### src/verilog/cfg_defines.svh
`ifndef CFG_DEFINES_SVH
`define CFG_DEFINES_SVH

`define OFS_PAT_HIGH    8'h0E
`define OFS_PAT_LOW     8'h0F
`define OFS_SLOW_RATE   8'h13
`define OFS_POWER       8'h15
`define OFS_CLK_DIV     8'h27
`define OFS_LINK_CTRL   8'h2A

`define MASK_PAT_HIGH   8'hFF
`define MASK_PAT_LOW    8'hFC
`define MASK_SLOW_RATE  8'h80
`define MASK_POWER      8'hFD
`define MASK_CLK_DIV    8'hC0
`define MASK_LINK_CTRL  8'hFF

`define RST_VALUE       8'h00

`define BIT_SLOW_RATE   7
`define BIT_CHAN_A_PD   7
`define BIT_CHAN_B_PD   6
`define BIT_CHAN_C_PD   5
`define BIT_CHAN_D_PD   4
`define BIT_STANDBY     3
`define BIT_WHOLE_PD    2
`define BIT_PIN_FUNC    0
`define CLKDIV_HI       7
`define CLKDIV_LO       6
`define LINK_TEST_HI    7
`define LINK_TEST_LO    6
`define BIT_IDLE_SYNC   5
`define BIT_SYNC_CODE   4
`define BIT_ORDER_REV   3
`define BIT_LANE_ALIGN  2
`define BIT_FRAME_ALIGN 1
`define BIT_ALIGN_DIS   0
`define PAT_LOW_HI      7
`define PAT_LOW_LO      2

`define PAT_SEL_USER    4'h5

`endif

### src/verilog/cfg_pkg.sv
package cfg_pkg;
   typedef enum logic [1:0] {
      CLKDIV_BYPASS = 2'b00,
      CLKDIV_BY1    = 2'b01,
      CLKDIV_BY2    = 2'b10,
      CLKDIV_BY4    = 2'b11
   } clk_div_sel_t;

   typedef enum logic [1:0] {
      LINK_NORMAL  = 2'b00,
      LINK_CLOCK   = 2'b01,
      LINK_ENCODED = 2'b10,
      LINK_PRBS15  = 2'b11
   } link_test_t;
endpackage

### src/verilog/cfg_bus_if.sv
interface cfg_bus_if;
   logic [7:0] addr;
   logic [7:0] wdata;
   logic       wr;
   logic       rd;
   logic [7:0] rdata;
   logic       hit;
   modport master (output addr, output wdata, output wr, output rd, input rdata, input hit);
   modport slave  (input addr, input wdata, input wr, input rd, output rdata, output hit);
endinterface

### src/verilog/cfg_reg_file.sv
`include "cfg_defines.svh"

module cfg_reg_file (
   input  wire logic   clk_i,
   input  wire logic   rst_n_i,
   cfg_bus_if.slave    bus,
   output logic [47:0] regs_o
);
   localparam int N = 6;
   localparam logic [7:0] OFS [N] = '{`OFS_PAT_HIGH, `OFS_PAT_LOW, `OFS_SLOW_RATE,
                                      `OFS_POWER, `OFS_CLK_DIV, `OFS_LINK_CTRL};
   // must-write-zero bits are never stored, so they cannot act
   localparam logic [7:0] MSK [N] = '{`MASK_PAT_HIGH, `MASK_PAT_LOW, `MASK_SLOW_RATE,
                                      `MASK_POWER, `MASK_CLK_DIV, `MASK_LINK_CTRL};

   logic [7:0] mem_r [N];
   logic [2:0] idx;
   logic       hit;

   always_comb begin
      idx = 3'd0;
      hit = 1'b0;
      for (int i = 0; i < N; i++) begin
         if (bus.addr == OFS[i]) begin
            idx = 3'(i);
            hit = 1'b1;
         end
      end
   end

   assign bus.hit   = hit;
   assign bus.rdata = hit ? mem_r[idx] : 8'h00;

   always_ff @(posedge clk_i or negedge rst_n_i) begin
      if (!rst_n_i) begin
         for (int i = 0; i < N; i++) mem_r[i] <= `RST_VALUE;
      end else if (bus.wr && hit) begin
         mem_r[idx] <= bus.wdata & MSK[idx];
      end
   end

   always_comb begin
      for (int i = 0; i < N; i++) regs_o[i*8 +: 8] = mem_r[i];
   end
endmodule

### src/verilog/converter_config_registers.sv
// The address-and-strobe port is this design's own decision.
`include "cfg_defines.svh"

module converter_config_registers (
   input  wire logic                  sys_clk_i,
   input  wire logic                  reset_n_i,
   input  wire logic [7:0]            reg_addr_i,
   input  wire logic [7:0]            reg_wdata_i,
   input  wire logic                  reg_wr_i,
   input  wire logic                  reg_rd_i,
   output logic [7:0]                 reg_rdata_o,
   input  wire logic                  powerdown_pin_i,
   input  wire logic [15:0]           chan_pattern_sel_i,
   output logic [13:0]                user_pattern_o,
   output logic [3:0]                 chan_user_pattern_o,
   output logic                       slow_rate_o,
   output logic                       chan_a_powerdown_o,
   output logic                       chan_b_powerdown_o,
   output logic                       chan_c_powerdown_o,
   output logic                       chan_d_powerdown_o,
   output logic                       standby_o,
   output logic                       whole_chip_powerdown_o,
   output cfg_pkg::clk_div_sel_t      clk_div_sel_o,
   output cfg_pkg::link_test_t        link_test_select_o,
   output logic                       idle_sync_o,
   output logic                       sync_code_select_o,
   output logic                       data_order_reverse_o,
   output logic                       lane_align_insert_o,
   output logic                       frame_align_insert_o,
   output logic                       align_sequence_disable_o
);
   import cfg_pkg::*;

   logic [1:0]  rst_sync_r;
   logic        rst_n;
   logic [1:0]  pin_sync_r;
   logic        pin_level;
   logic [47:0] regs;
   logic [7:0]  pat_hi;
   logic [7:0]  pat_lo;
   logic [7:0]  slow;
   logic [7:0]  pwr;
   logic [7:0]  cdiv;
   logic [7:0]  link;
   logic [7:0]  rdata_nxt;
   logic        pin_standby;
   logic        pin_global;
   logic [3:0]  user_sel;

   cfg_bus_if bus ();

   // reset released through two stages
   always_ff @(posedge sys_clk_i or negedge reset_n_i) begin
      if (!reset_n_i) begin
         rst_sync_r <= 2'b00;
      end else begin
         rst_sync_r <= {rst_sync_r[0], 1'b1};
      end
   end
   assign rst_n = rst_sync_r[1];

   // pin is asynchronous to the clock
   always_ff @(posedge sys_clk_i or negedge rst_n) begin
      if (!rst_n) begin
         pin_sync_r <= 2'b00;
      end else begin
         pin_sync_r <= {pin_sync_r[0], powerdown_pin_i};
      end
   end
   assign pin_level = pin_sync_r[1];

   assign bus.addr  = reg_addr_i;
   assign bus.wdata = reg_wdata_i;
   assign bus.wr    = reg_wr_i;
   assign bus.rd    = reg_rd_i;

   cfg_reg_file u_regs (
      .clk_i   (sys_clk_i),
      .rst_n_i (rst_n),
      .bus     (bus),
      .regs_o  (regs)
   );

   assign pat_hi = regs[7:0];
   assign pat_lo = regs[15:8];
   assign slow   = regs[23:16];
   assign pwr    = regs[31:24];
   assign cdiv   = regs[39:32];
   assign link   = regs[47:40];

   // unmapped reads return zero; no read strobe leaves data at zero
   assign rdata_nxt = (bus.rd && bus.hit) ? bus.rdata : 8'h00;

   assign pin_standby = pin_level & pwr[`BIT_PIN_FUNC];
   assign pin_global  = pin_level & ~pwr[`BIT_PIN_FUNC];

   // one compare shared by all four selectors
   function automatic logic is_user_sel(input logic [3:0] code);
      return code == `PAT_SEL_USER;
   endfunction

   always_comb begin
      for (int c = 0; c < 4; c++) begin
         user_sel[c] = is_user_sel(chan_pattern_sel_i[c*4 +: 4]);
      end
   end

   logic [13:0]  user_pattern_nxt;
   logic         slow_rate_nxt;
   logic         standby_nxt;
   logic         whole_pd_nxt;
   clk_div_sel_t clk_div_nxt;
   link_test_t   link_test_nxt;

   // high part; low part from bits 7:2
   assign user_pattern_nxt = {pat_hi, pat_lo[`PAT_LOW_HI:`PAT_LOW_LO]};
   assign slow_rate_nxt    = slow[`BIT_SLOW_RATE];
   // register and pin standby are ORed
   assign standby_nxt      = pwr[`BIT_STANDBY] | pin_standby;
   // register and pin power-down are ORed
   assign whole_pd_nxt     = pwr[`BIT_WHOLE_PD] | pin_global;
   assign clk_div_nxt      = clk_div_sel_t'(cdiv[`CLKDIV_HI:`CLKDIV_LO]);
   assign link_test_nxt    = link_test_t'(link[`LINK_TEST_HI:`LINK_TEST_LO]);

   always_ff @(posedge sys_clk_i or negedge rst_n) begin
      if (!rst_n) begin
         reg_rdata_o <= '0;
      end else begin
         reg_rdata_o <= rdata_nxt;
      end
   end

   always_ff @(posedge sys_clk_i or negedge rst_n) begin
      if (!rst_n) begin
         user_pattern_o <= '0;
      end else begin
         user_pattern_o <= user_pattern_nxt;
      end
   end

   always_ff @(posedge sys_clk_i or negedge rst_n) begin
      if (!rst_n) begin
         chan_user_pattern_o <= '0;
      end else begin
         chan_user_pattern_o <= user_sel;
      end
   end

   always_ff @(posedge sys_clk_i or negedge rst_n) begin
      if (!rst_n) begin
         slow_rate_o <= '0;
      end else begin
         slow_rate_o <= slow_rate_nxt;
      end
   end

   always_ff @(posedge sys_clk_i or negedge rst_n) begin
      if (!rst_n) begin
         chan_a_powerdown_o <= '0;
      end else begin
         chan_a_powerdown_o <= pwr[`BIT_CHAN_A_PD];
      end
   end

   always_ff @(posedge sys_clk_i or negedge rst_n) begin
      if (!rst_n) begin
         chan_b_powerdown_o <= '0;
      end else begin
         chan_b_powerdown_o <= pwr[`BIT_CHAN_B_PD];
      end
   end

   always_ff @(posedge sys_clk_i or negedge rst_n) begin
      if (!rst_n) begin
         chan_c_powerdown_o <= '0;
      end else begin
         chan_c_powerdown_o <= pwr[`BIT_CHAN_C_PD];
      end
   end

   always_ff @(posedge sys_clk_i or negedge rst_n) begin
      if (!rst_n) begin
         chan_d_powerdown_o <= '0;
      end else begin
         chan_d_powerdown_o <= pwr[`BIT_CHAN_D_PD];
      end
   end

   always_ff @(posedge sys_clk_i or negedge rst_n) begin
      if (!rst_n) begin
         standby_o <= '0;
      end else begin
         standby_o <= standby_nxt;
      end
   end

   always_ff @(posedge sys_clk_i or negedge rst_n) begin
      if (!rst_n) begin
         whole_chip_powerdown_o <= '0;
      end else begin
         whole_chip_powerdown_o <= whole_pd_nxt;
      end
   end

   always_ff @(posedge sys_clk_i or negedge rst_n) begin
      if (!rst_n) begin
         clk_div_sel_o <= CLKDIV_BYPASS;
      end else begin
         clk_div_sel_o <= clk_div_nxt;
      end
   end

   always_ff @(posedge sys_clk_i or negedge rst_n) begin
      if (!rst_n) begin
         link_test_select_o <= LINK_NORMAL;
      end else begin
         link_test_select_o <= link_test_nxt;
      end
   end

   always_ff @(posedge sys_clk_i or negedge rst_n) begin
      if (!rst_n) begin
         idle_sync_o <= '0;
      end else begin
         idle_sync_o <= link[`BIT_IDLE_SYNC];
      end
   end

   always_ff @(posedge sys_clk_i or negedge rst_n) begin
      if (!rst_n) begin
         sync_code_select_o <= '0;
      end else begin
         sync_code_select_o <= link[`BIT_SYNC_CODE];
      end
   end

   always_ff @(posedge sys_clk_i or negedge rst_n) begin
      if (!rst_n) begin
         data_order_reverse_o <= '0;
      end else begin
         data_order_reverse_o <= link[`BIT_ORDER_REV];
      end
   end

   always_ff @(posedge sys_clk_i or negedge rst_n) begin
      if (!rst_n) begin
         lane_align_insert_o <= '0;
      end else begin
         lane_align_insert_o <= link[`BIT_LANE_ALIGN];
      end
   end

   always_ff @(posedge sys_clk_i or negedge rst_n) begin
      if (!rst_n) begin
         frame_align_insert_o <= '0;
      end else begin
         frame_align_insert_o <= link[`BIT_FRAME_ALIGN];
      end
   end

   always_ff @(posedge sys_clk_i or negedge rst_n) begin
      if (!rst_n) begin
         align_sequence_disable_o <= '0;
      end else begin
         align_sequence_disable_o <= link[`BIT_ALIGN_DIS];
      end
   end
endmodule

### config.mk
export PLATFORM = sky130hd
export DESIGN_NAME = converter_config_registers
export DESIGN_NICKNAME = d
export VERILOG_FILES = /design/src/verilog/cfg_pkg.sv /design/src/verilog/cfg_bus_if.sv /design/src/verilog/cfg_reg_file.sv /design/src/verilog/converter_config_registers.sv
export VERILOG_INCLUDE_DIRS = /design/src /design/src/verilog
export SDC_FILE = /design/constraint.sdc
export NUM_CORES = 1
export LEC_CHECK = 0
export ABC_AREA = 0
export BUFFER_PORTS_ARGS = -buffer_cell sky130_fd_sc_hd__buf_4
export CORE_MARGIN = 4
export CORE_UTILIZATION = 40
export CTS_BUF_LIST = sky130_fd_sc_hd__clkbuf_4 sky130_fd_sc_hd__clkbuf_8
export DETAILED_ROUTE_END_ITERATION = 12
export SLEW_MARGIN = 10
export SYNTH_ARGS = -nofsm -noshare
export SYNTH_HDL_FRONTEND = slang
export SYNTH_SLANG_ARGS = --single-unit
### constraint.sdc
create_clock -name sys_clk_i -period 2.75 [get_ports sys_clk_i]
set_clock_uncertainty 0.2 [all_clocks]
set_input_delay 0.55 -clock sys_clk_i [delete_from_list [all_inputs] [get_ports sys_clk_i]]
set_output_delay 0.55 -clock sys_clk_i [all_outputs]
set_load 0.02 [all_outputs]
Word-level counts from Yosys, hierarchy flattened
Memory sizes are Yosys's and may differ from the RTL's. Index checks and enable logic that the tools add are counted.

Output and inout port bits: 43. Input bits: 37. Logic and storage cells: 70. Memories kept: 1. ROM bits: 64. Register bits: 95.

Reduce and logical (&&, ||, !) cells: 3. Multiplexer cells: 21. Magnitude comparators: 2. Equality and inequality tests: 10. Bitwise gates (word level): 7.

Memory list: (name not given) (words 8, width 8, read ports 1, clocked after Yosys merged registers in 0, wr ports 0, line cfg_reg_file.sv:38) `mem_r[idx] <= bus.wdata & MSK[idx];`.

Operators by type and width (number): 2-to-1 mux 8 bit (7); bitwise mux 48 bit (1); binary-select mux 8 bit (select 3 bit) (1); demux 8 bit (select 3 bit) (1); == test 4 x 3 -> 1 bit, second input constant (4); == test 8 x 4 -> 1 bit, second input constant (2); == test 8 x 5 -> 1 bit, second input constant (2); == test 8 x 6 -> 1 bit, second input constant (2); bitwise AND 8 bit (1); 2-to-1 mux 1 bit (7); 2-to-1 mux 3 bit (2); greater-or-equal comparator 4 bit, second input constant (1); less-than comparator 4 x 1 -> 1 bit, second input constant (1); 2-to-1 mux 2 bit (2); NOT 3 -> 4 bit (1); logical AND 1 bit (3); bitwise AND 1 bit (2); OR 1 bit (2); NOT 1 bit (1).

Longest topological paths before layout
Gate-level depths: netlist of run 1.

Word-level depth: 12. Gate-level depth with buffers: 11. Depth with buffers taken out: 10.

Modules after synthesis
Synthesis of run 1 repeated with hierarchy kept, for this count alone.

Cell total of the unflattened synthesis: 295. Area, all modules: 3737.3 sq um.

By module, submodules not included: cfg_reg_file (seq. area each 1201.2 sq um, area an instance 2438.6 sq um, cells an instance 232, times used 1); converter_config_registers (seq. area each 1176.1 sq um, area an instance 1298.7 sq um, cells an instance 63, times used 1).

Least setup slack after synthesis of run 1
OpenSTA, ideal clock, no wires.

Path kind: input to register. Start: in reg_addr_i[0]. End: reg u_regs.mem_r (netlist bit u_regs.regs_o[18]). Cell stages on the path: 10. Path slack: 201 ps. Setup time: 83 ps. Data required time: 2467 ps. Buffers on the path: 1. Arrival: 2266 ps. Cell sequence: buf_2 -> nor3b_2 -> o2111ai_2 -> nand2_2 -> inv_2 -> ha_1 -> or2_2 -> o211a_1 -> nand2b_4 -> o21ai_0.

Longest elaborated chain between the ends: 12. Elaborated cells on any way between the ends: 29. Classes of those cells: 2 x order compare; 6 x eq/ne; 16 x mux; 2 x bitwise; 2 x reduce/logical; 1 x memory.

RTL lines: from (decl) (line converter_config_registers.sv:7) `input wire logic [7:0] reg_addr_i,`; == test 8 x 4 -> 1 bit (line cfg_reg_file.sv:24) `if (bus.addr == OFS[i]) begin`; 2-to-1 mux 1 bit (line cfg_reg_file.sv:24); 2-to-1 mux 2 bit (2 in series) (line cfg_reg_file.sv:24); 2-to-1 mux 3 bit (2 in series) (line cfg_reg_file.sv:24); NOT 3 -> 4 bit (implied by the code) (line cfg_reg_file.sv:38); greater-or-equal comparator 4 bit (implied by the code) (tied with other cells) (line cfg_reg_file.sv:38); logical AND 1 bit (implied by the code) / 2-to-1 mux 8 bit (equally long branches) (line cfg_reg_file.sv:38); 2-to-1 mux 8 bit (implied by the code) (line cfg_reg_file.sv:38); demux 8 bit (select 3 bit) / bitwise AND 8 bit (equally long branches) (line cfg_reg_file.sv:38); bitwise mux 48 bit (line cfg_reg_file.sv:38); to (signal, indexed assignment) (line cfg_reg_file.sv:38); to (decl) (line cfg_reg_file.sv:16) `logic [7:0] mem_r [N];`.

Several ways; a longest one is shown, not always the timed one. The select of a mux whose other input is x is not followed. A chain may end at the register's enable or synchronous reset.

Final worst setup path of run 1
Start: in reg_addr_i[0]. End: reg u_regs.mem_r (netlist bit u_regs.regs_o[3]).

Same word-level chain as after synthesis.

==> metrics.yaml, run 1 <==
p_comb_share_pct: 9.7
diodes: 0
start_util_pct: 41.4
synth.most_common_cell: "dfrtp_1"
synth_nets: 354
clk_pin_slew_ns: 0.09
dieArea_um2: 11300
clockBufferDepth: 2
power_density_nw_per_um2: 529
yosys-top-cells-count: "95 x dfrtp_1, 38 x nand2_1, 31 x o21ai_0, 16 x mux2_2, 10 x nor3_1"
setup_viol: 0
die_h_um: 106
critPathLaunchType: "primary input"
intPower_w: 0.00193
placed_area_um2: 4670
wl_um: 9350
avgSynthCellArea_um2: 12.3
maxCapViolations: 0
grt_usage_pct: 17.0
core_area_um2: 9330
die_x_um: 106
crit_required_ns: 2.82
synth_area_um2: 3860
cts_tree: "built"
dr_wl_met3_um: 496
synthArstFlopShare_pct: 100
clkSinkCount: 95
synth_cell_type_count: 57
grt_max_degree: 41
relSlewSlack_pct: 63.1
hp-class: "in -> reg"
drt-met1-wl_um: 4160
yosys-top-cells-area: "dfrtp_1 62%, mux2_2 4.7%, o21ai_0 4.0%"
grt_antenna_before_repair: 0
synth_top_cell_by_area: "dfrtp_1"
grt_pass1_wl_um: 14700
synth_ff_type: "dfrtp_1"
yosys_warnings: 0
grt_pass1_vias: 2809
syn-instance-count: 315
wl_met2_um: 4600
io_buffers: 79
place.gp.congestion: 0.858
netSwitchingFraction_pct: 25.3
io_pins: 80
rsz0062_at_grt: "no"
ant_nets: 0
finalSetupTns_ns: 0
fin_area_um2: 4870
dr.pass1.iters: 4
worst_pin_slew_ns: 0.553
drc: 0
dpl.cell_count: 525
power_frac_clock_pct: 32.3
cts_root_buf: "clkbuf_8"
drive_gt1_share_pct: 35.1
cts_buffers: 9
period_needed_ns: 2.30
clk_latency_ns: 0.35
cts_resized: 0
critPathKind: "in -> reg"
finalHoldViolations: 0
end_kind: "flop"
stdcell_count: 542
whs_ns: 0.102
vias: 2784
leakage_nw: 2.42
globalRoute.totalOverflow: 0
max_freq_mhz: 435
yosysSeqAreaShare_pct: 61.6
wire_per_inst_um: 17.3
rows: 35
min_period_over_period_pct: 83.7
status: "complete, no violations"
critical_path_arrival_ns: 2.38
top_layer: "met4"
synth-seq-cells: 95
crit_fanout: 18
preCtsSetupSlack_ns: 0.0947
area.growth.synth_to_final_pct: 26.1
synth-edff-count: 0
ir_worst_vdd_mv: 0.326
fin_nets: 447
drtIter0Drc: 162
power_frac_seq_pct: 58.0
switchingPower_w: 0.000651
synth_top_area_share_pct: 61.6
cts_max_level: 3
vias_per_cell: 5.14
layout_setup_ws_ns: 0.449
drv_slew: 0
hpwl_um: 6870
power by group through the flow:
stage / logic, W / registers, W / clock network, W
after floorplan: 0.0000906 / 0.00155 / 0
after global placement: 0.000249 / 0.00152 / 0
after detailed placement: 0.000253 / 0.00152 / 0
after CTS: 0.000254 / 0.00150 / 0.000859
after global routing: 0.000274 / 0.00150 / 0.000910
final: 0.000251 / 0.00149 / 0.000832
path summary, 6_finish.rpt:
path / startpoint / to / slack (ns) / cells after the start
setup reg to reg: u_regs.regs_o[44] / reg_rdata_o[4] / 1.21 / 4
max in group asynchronous: rst_sync_r[1] / u_regs.regs_o[6] / 1.56 / 1
hold / removal: powerdown_pin_i / pin_sync_r[0] / 0.10 / 1
min in group asynchronous: rst_sync_r[1] / clk_div_sel_o[0] / 0.13 / 0
hold reg to reg: rst_sync_r[1] / clk_div_sel_o[0] / 0.13 / 0
setup / recovery: reg_addr_i[0] / u_regs.regs_o[3] / 0.45 / 10
critical path: stages:
cell and delay [ns]:
buf_4 0.18, nor3b_2 0.26, o2111ai_2 0.18, nand2_2 0.11, inv_2 0.05, ha_1 0.23, or2_2 0.28, o211a_1 0.20
nand2b_4 0.18, o21ai_0 0.16
state kept, by name, summed over array words and instances (netlist names):
register and cells:
chan_b_powerdown_o 1, chan_d_powerdown_o 1, u_regs.regs_o 48, sync_code_select_o 1
idle_sync_o 1, slow_rate_o 1, clk_div_sel_o 2, chan_a_powerdown_o 1
pin_sync_r 2, standby_o 1, data_order_reverse_o 1, rst_sync_r 2
align_sequence_disable_o 1, link_test_select_o 2, whole_chip_powerdown_o 1, chan_c_powerdown_o 1
chan_user_pattern_o 4, frame_align_insert_o 1, reg_rdata_o 8, user_pattern_o 14
lane_align_insert_o 1
per-stage QoR:
step / util [%] / total power, W
2_1_floorplan: - / 0.00164
3_3_place_gp: 50.1 / 0.00177
3_5_place_dp: 50.1 / 0.00178
4_1_cts: 52.2 / 0.00261
5_1_grt: 52.2 / 0.00269
6_report: 52.2 / 0.00258
cell usage in the layout, fill, tap and decap left out, drive strengths merged, types with 4 or more instances in the layout:
cell | Yosys | layout
dfrtp | 95 | 95
buf | 6 | 93
nand2 | 40 | 40
o21ai | 32 | 32
mux2 | 16 | 16
nor3 | 10 | 10
clkbuf | 6 | 10
inv | 8 | 9
o22ai | 8 | 8
nand2b | 8 | 8
nor4 | 7 | 7
nor4bb | 6 | 6
a221oi | 6 | 6
nand3 | 6 | 6
and2b | 5 | 5
nor2 | 5 | 5
nand3b | 4 | 4
or2b | 4 | 4
area by class of cell:
class | instances | area [µm²]
Timing Repair Buffer | 94 | 721
Multi-Input combinational cell | 200 | 1390
Inverter | 8 | 30.0
Clock buffer | 10 | 138
Tap cell | 129 | 161
Fill cell | 823 | 4460
Sequential cell | 95 | 2380
Clock inverter | 6 | 45.0
per-layer routing:
| layer | vias to the layer above | track usage (%) |
|---|---|---|
| li1 | 1304 | - |
| met1 | 1392 | 22.3 |
| met2 | 81 | 28.1 |
| met3 | 7 | 4.43 |
| met4 | 0 | 4.07 |
| met5 | - | 0 |
timing repair:
action / in CTS / in global routing
setup buffers: 0 / 0
hold endpoints to repair: 2 / 0
hold buffers: 1 / 0
kinds of logic after synthesis:
family / share of synthesized area, %
compound gates: 11.2
mux: 4.67
flops: 61.6
simple gates: 19.2
buf+inv: 2.37
other cells: 0.0972
fa+ha+maj: 0.648
xor+xnor: 0.227
Power figures use the tool's default switching activity.
==> run 2: changes to the inputs <==
- clock period: 2.75 -> 2.3 ns (I/O delays scaled with it)
==> run 2 against run 1 <==
  * Register-to-register slack worse by 0.48 ns
  * Power is 25% higher
  * Sequential share of layout area is 2.4 points lower
  * Clock power is 35% higher
  * Critical path type unchanged
  * Largest power group unchanged
  * Highest routed layer unchanged
==> metrics.yaml, run 2 (synthesized netlist as in run 1, its figures left out) <==
worst-path-buf-inv: 2
grt_usage_pct: 17.9
wl_um: 9540
rows: 35
rrSetupSlack_ns: 0.73
power_frac_clock_pct: 34.8
p_total_w: 0.00323
start_util_pct: 41.4
grt_pass1_vias: 3020
grt_antenna_before_repair: 0
end_kind: "flop"
cts_tree: "built"
preCtsSetupSlack_ns: -0.206
clk_latency_ns: 0.36
hp-class: "in -> reg"
largest_register_ffs: 48
r2r-end: "reg_rdata_o[4]"
dieArea_um2: 11300
grt_pass1_wl_um: 15600
critical_path_arrival_ns: 2.21
grt_max_degree: 42
critPathLaunchType: "primary input"
fin_nets: 476
cpPeakStageDelay_ns: 0.27
intPower_w: 0.00244
min_from: "chan_pattern_sel_i[1]"
diodes: 0
clockBufferDepth: 2
vias: 2921
die_x_um: 106
drv_slew: 0
setup_viol: 0
crit_fanout: 9
cts_root_buf: "clkbuf_8"
core_area_um2: 9330
period_needed_ns: 2.14
drive_gt1_share_pct: 39.4
cp_top_family: "simple AND/OR/NAND/NOR gates"
area.growth.synth_to_final_pct: 32.7
cts_max_level: 3
cts_buffers: 9
globalRoute.totalOverflow: 0
final_cell_mix: "120 x buf_4, 94 x dfrtp_1, 38 x nand2_1, 28 x o21ai_0, 16 x mux2_2"
maxCapViolations: 0
drtIter0Drc: 106
die_h_um: 106
leakage_nw: 2.57
power_frac_seq_pct: 55.3
layout_setup_ws_ns: 0.159
hpwl_um: 7210
ir_worst_vdd_mv: 0.452
netSwitchingFraction_pct: 24.4
clkSinkCount: 95
vias_per_cell: 5.12
path_cells: "buf_4, and4bb_2, o21ai_1, inv_1, ha_4, or2_2, o211a_1, nand2b_4, o21ai_0"
switchingPower_w: 0.000789
max_freq_mhz: 467
status: "complete, no violations"
cp_slowest_cell: "or2_2"
worst_pin_slew_ns: 0.559
drc: 0
dr.pass1.iters: 4
min_period_over_period_pct: 93.1
relSlewSlack_pct: 62.8
wire_per_inst_um: 16.7
clk_pin_slew_ns: 0.09
finalHoldViolations: 0
power_density_nw_per_um2: 630
io_pins: 80
min_to: "chan_user_pattern_o[0]"
place.gp.congestion: 0.885
critPathKind: "in -> reg"
timing.rr.start: "u_regs.regs_o[44]"
rsz0062_at_grt: "no"
crit_required_ns: 2.37
worstHoldPathCells: 2
final_common_cell: "buf_4"
worst_r2r_path_depth: 4
p_comb_share_pct: 9.9
io_buffers: 79
ant_nets: 0
-- run 2: metrics by stage --
stage	TNS, ns	cell area, µm²	cells	util (%)	hold slack, ns
2_1_floorplan	-0.271	3880	315	-	-0.0356
3_5_place_dp	-2.61	4900	553	52.5	0.0457
3_3_place_gp	-1.59	4900	553	52.5	0.0422
6_report	0	5120	571	54.9	0.0413
4_1_cts	0	5120	571	54.9	0.0273
5_1_grt	0	5120	571	54.9	0.0215
-- run 2: area by class of cell --
class                   instances  area (µm²)
repair buffers                123         941
inverters                       8        32.5
fillers                       815        4210
flip-flops and latches         95        2380
clock inverters                 5        56.3
clock buffers                  11         145
multi-input cells             200        1400
well taps                     129         161
-- run 2: worst max-delay path by stage --
stage               slack [ns]                 to  cells past startpoint           from
global route              0.06   u_regs.regs_o[2]                     10  reg_addr_i[5]
finish                    0.16  u_regs.regs_o[29]                      9  reg_addr_i[0]
detailed placement       -0.21  u_regs.regs_o[29]                      9  reg_addr_i[0]
CTS                       0.16  u_regs.regs_o[29]                      9  reg_addr_i[0]
global placement         -0.13  u_regs.regs_o[16]                      7  reg_addr_i[2]
floorplan                -0.03   u_regs.regs_o[2]                     10  reg_addr_i[0]
-- run 2: layer usage --
metal  up-vias  global-route usage (%)  part of all wire [%]  routed length (µm)
li1       1373                       -                     -                   -
met1      1452                    24.3                    44                4250
met2        82                    28.5                    48                4590
met3        14                    4.68                   5.8                 549
met4         0                    5.18                   1.6                 153
met5         -                       0                     0                   0
-- run 2: repair_timing --
action,4_1_cts,5_1_grt
endpoints found under the hold margin,3,0
buffers inserted,0,0
hold buffers,2,0
gates resized for setup,0,0
-- run 2: worst reg2reg max path, stage by stage, from the launching register on --
cell      delay [ns]
dfrtp_1         0.41
o31a_1          0.30
a311o_1         0.32
o211ai_1        0.14
nor3_1          0.08
-- run 2: power by group through the flow --
stage / Sequential, W / Clock, W / Combinational, W
floorplan: 0.00185 / 0 / 0.000110
global placement: 0.00182 / 0 / 0.000317
detailed placement: 0.00182 / 0 / 0.000321
CTS: 0.00179 / 0.00115 / 0.000324
global route: 0.00180 / 0.00121 / 0.000351
finish: 0.00178 / 0.00112 / 0.000320
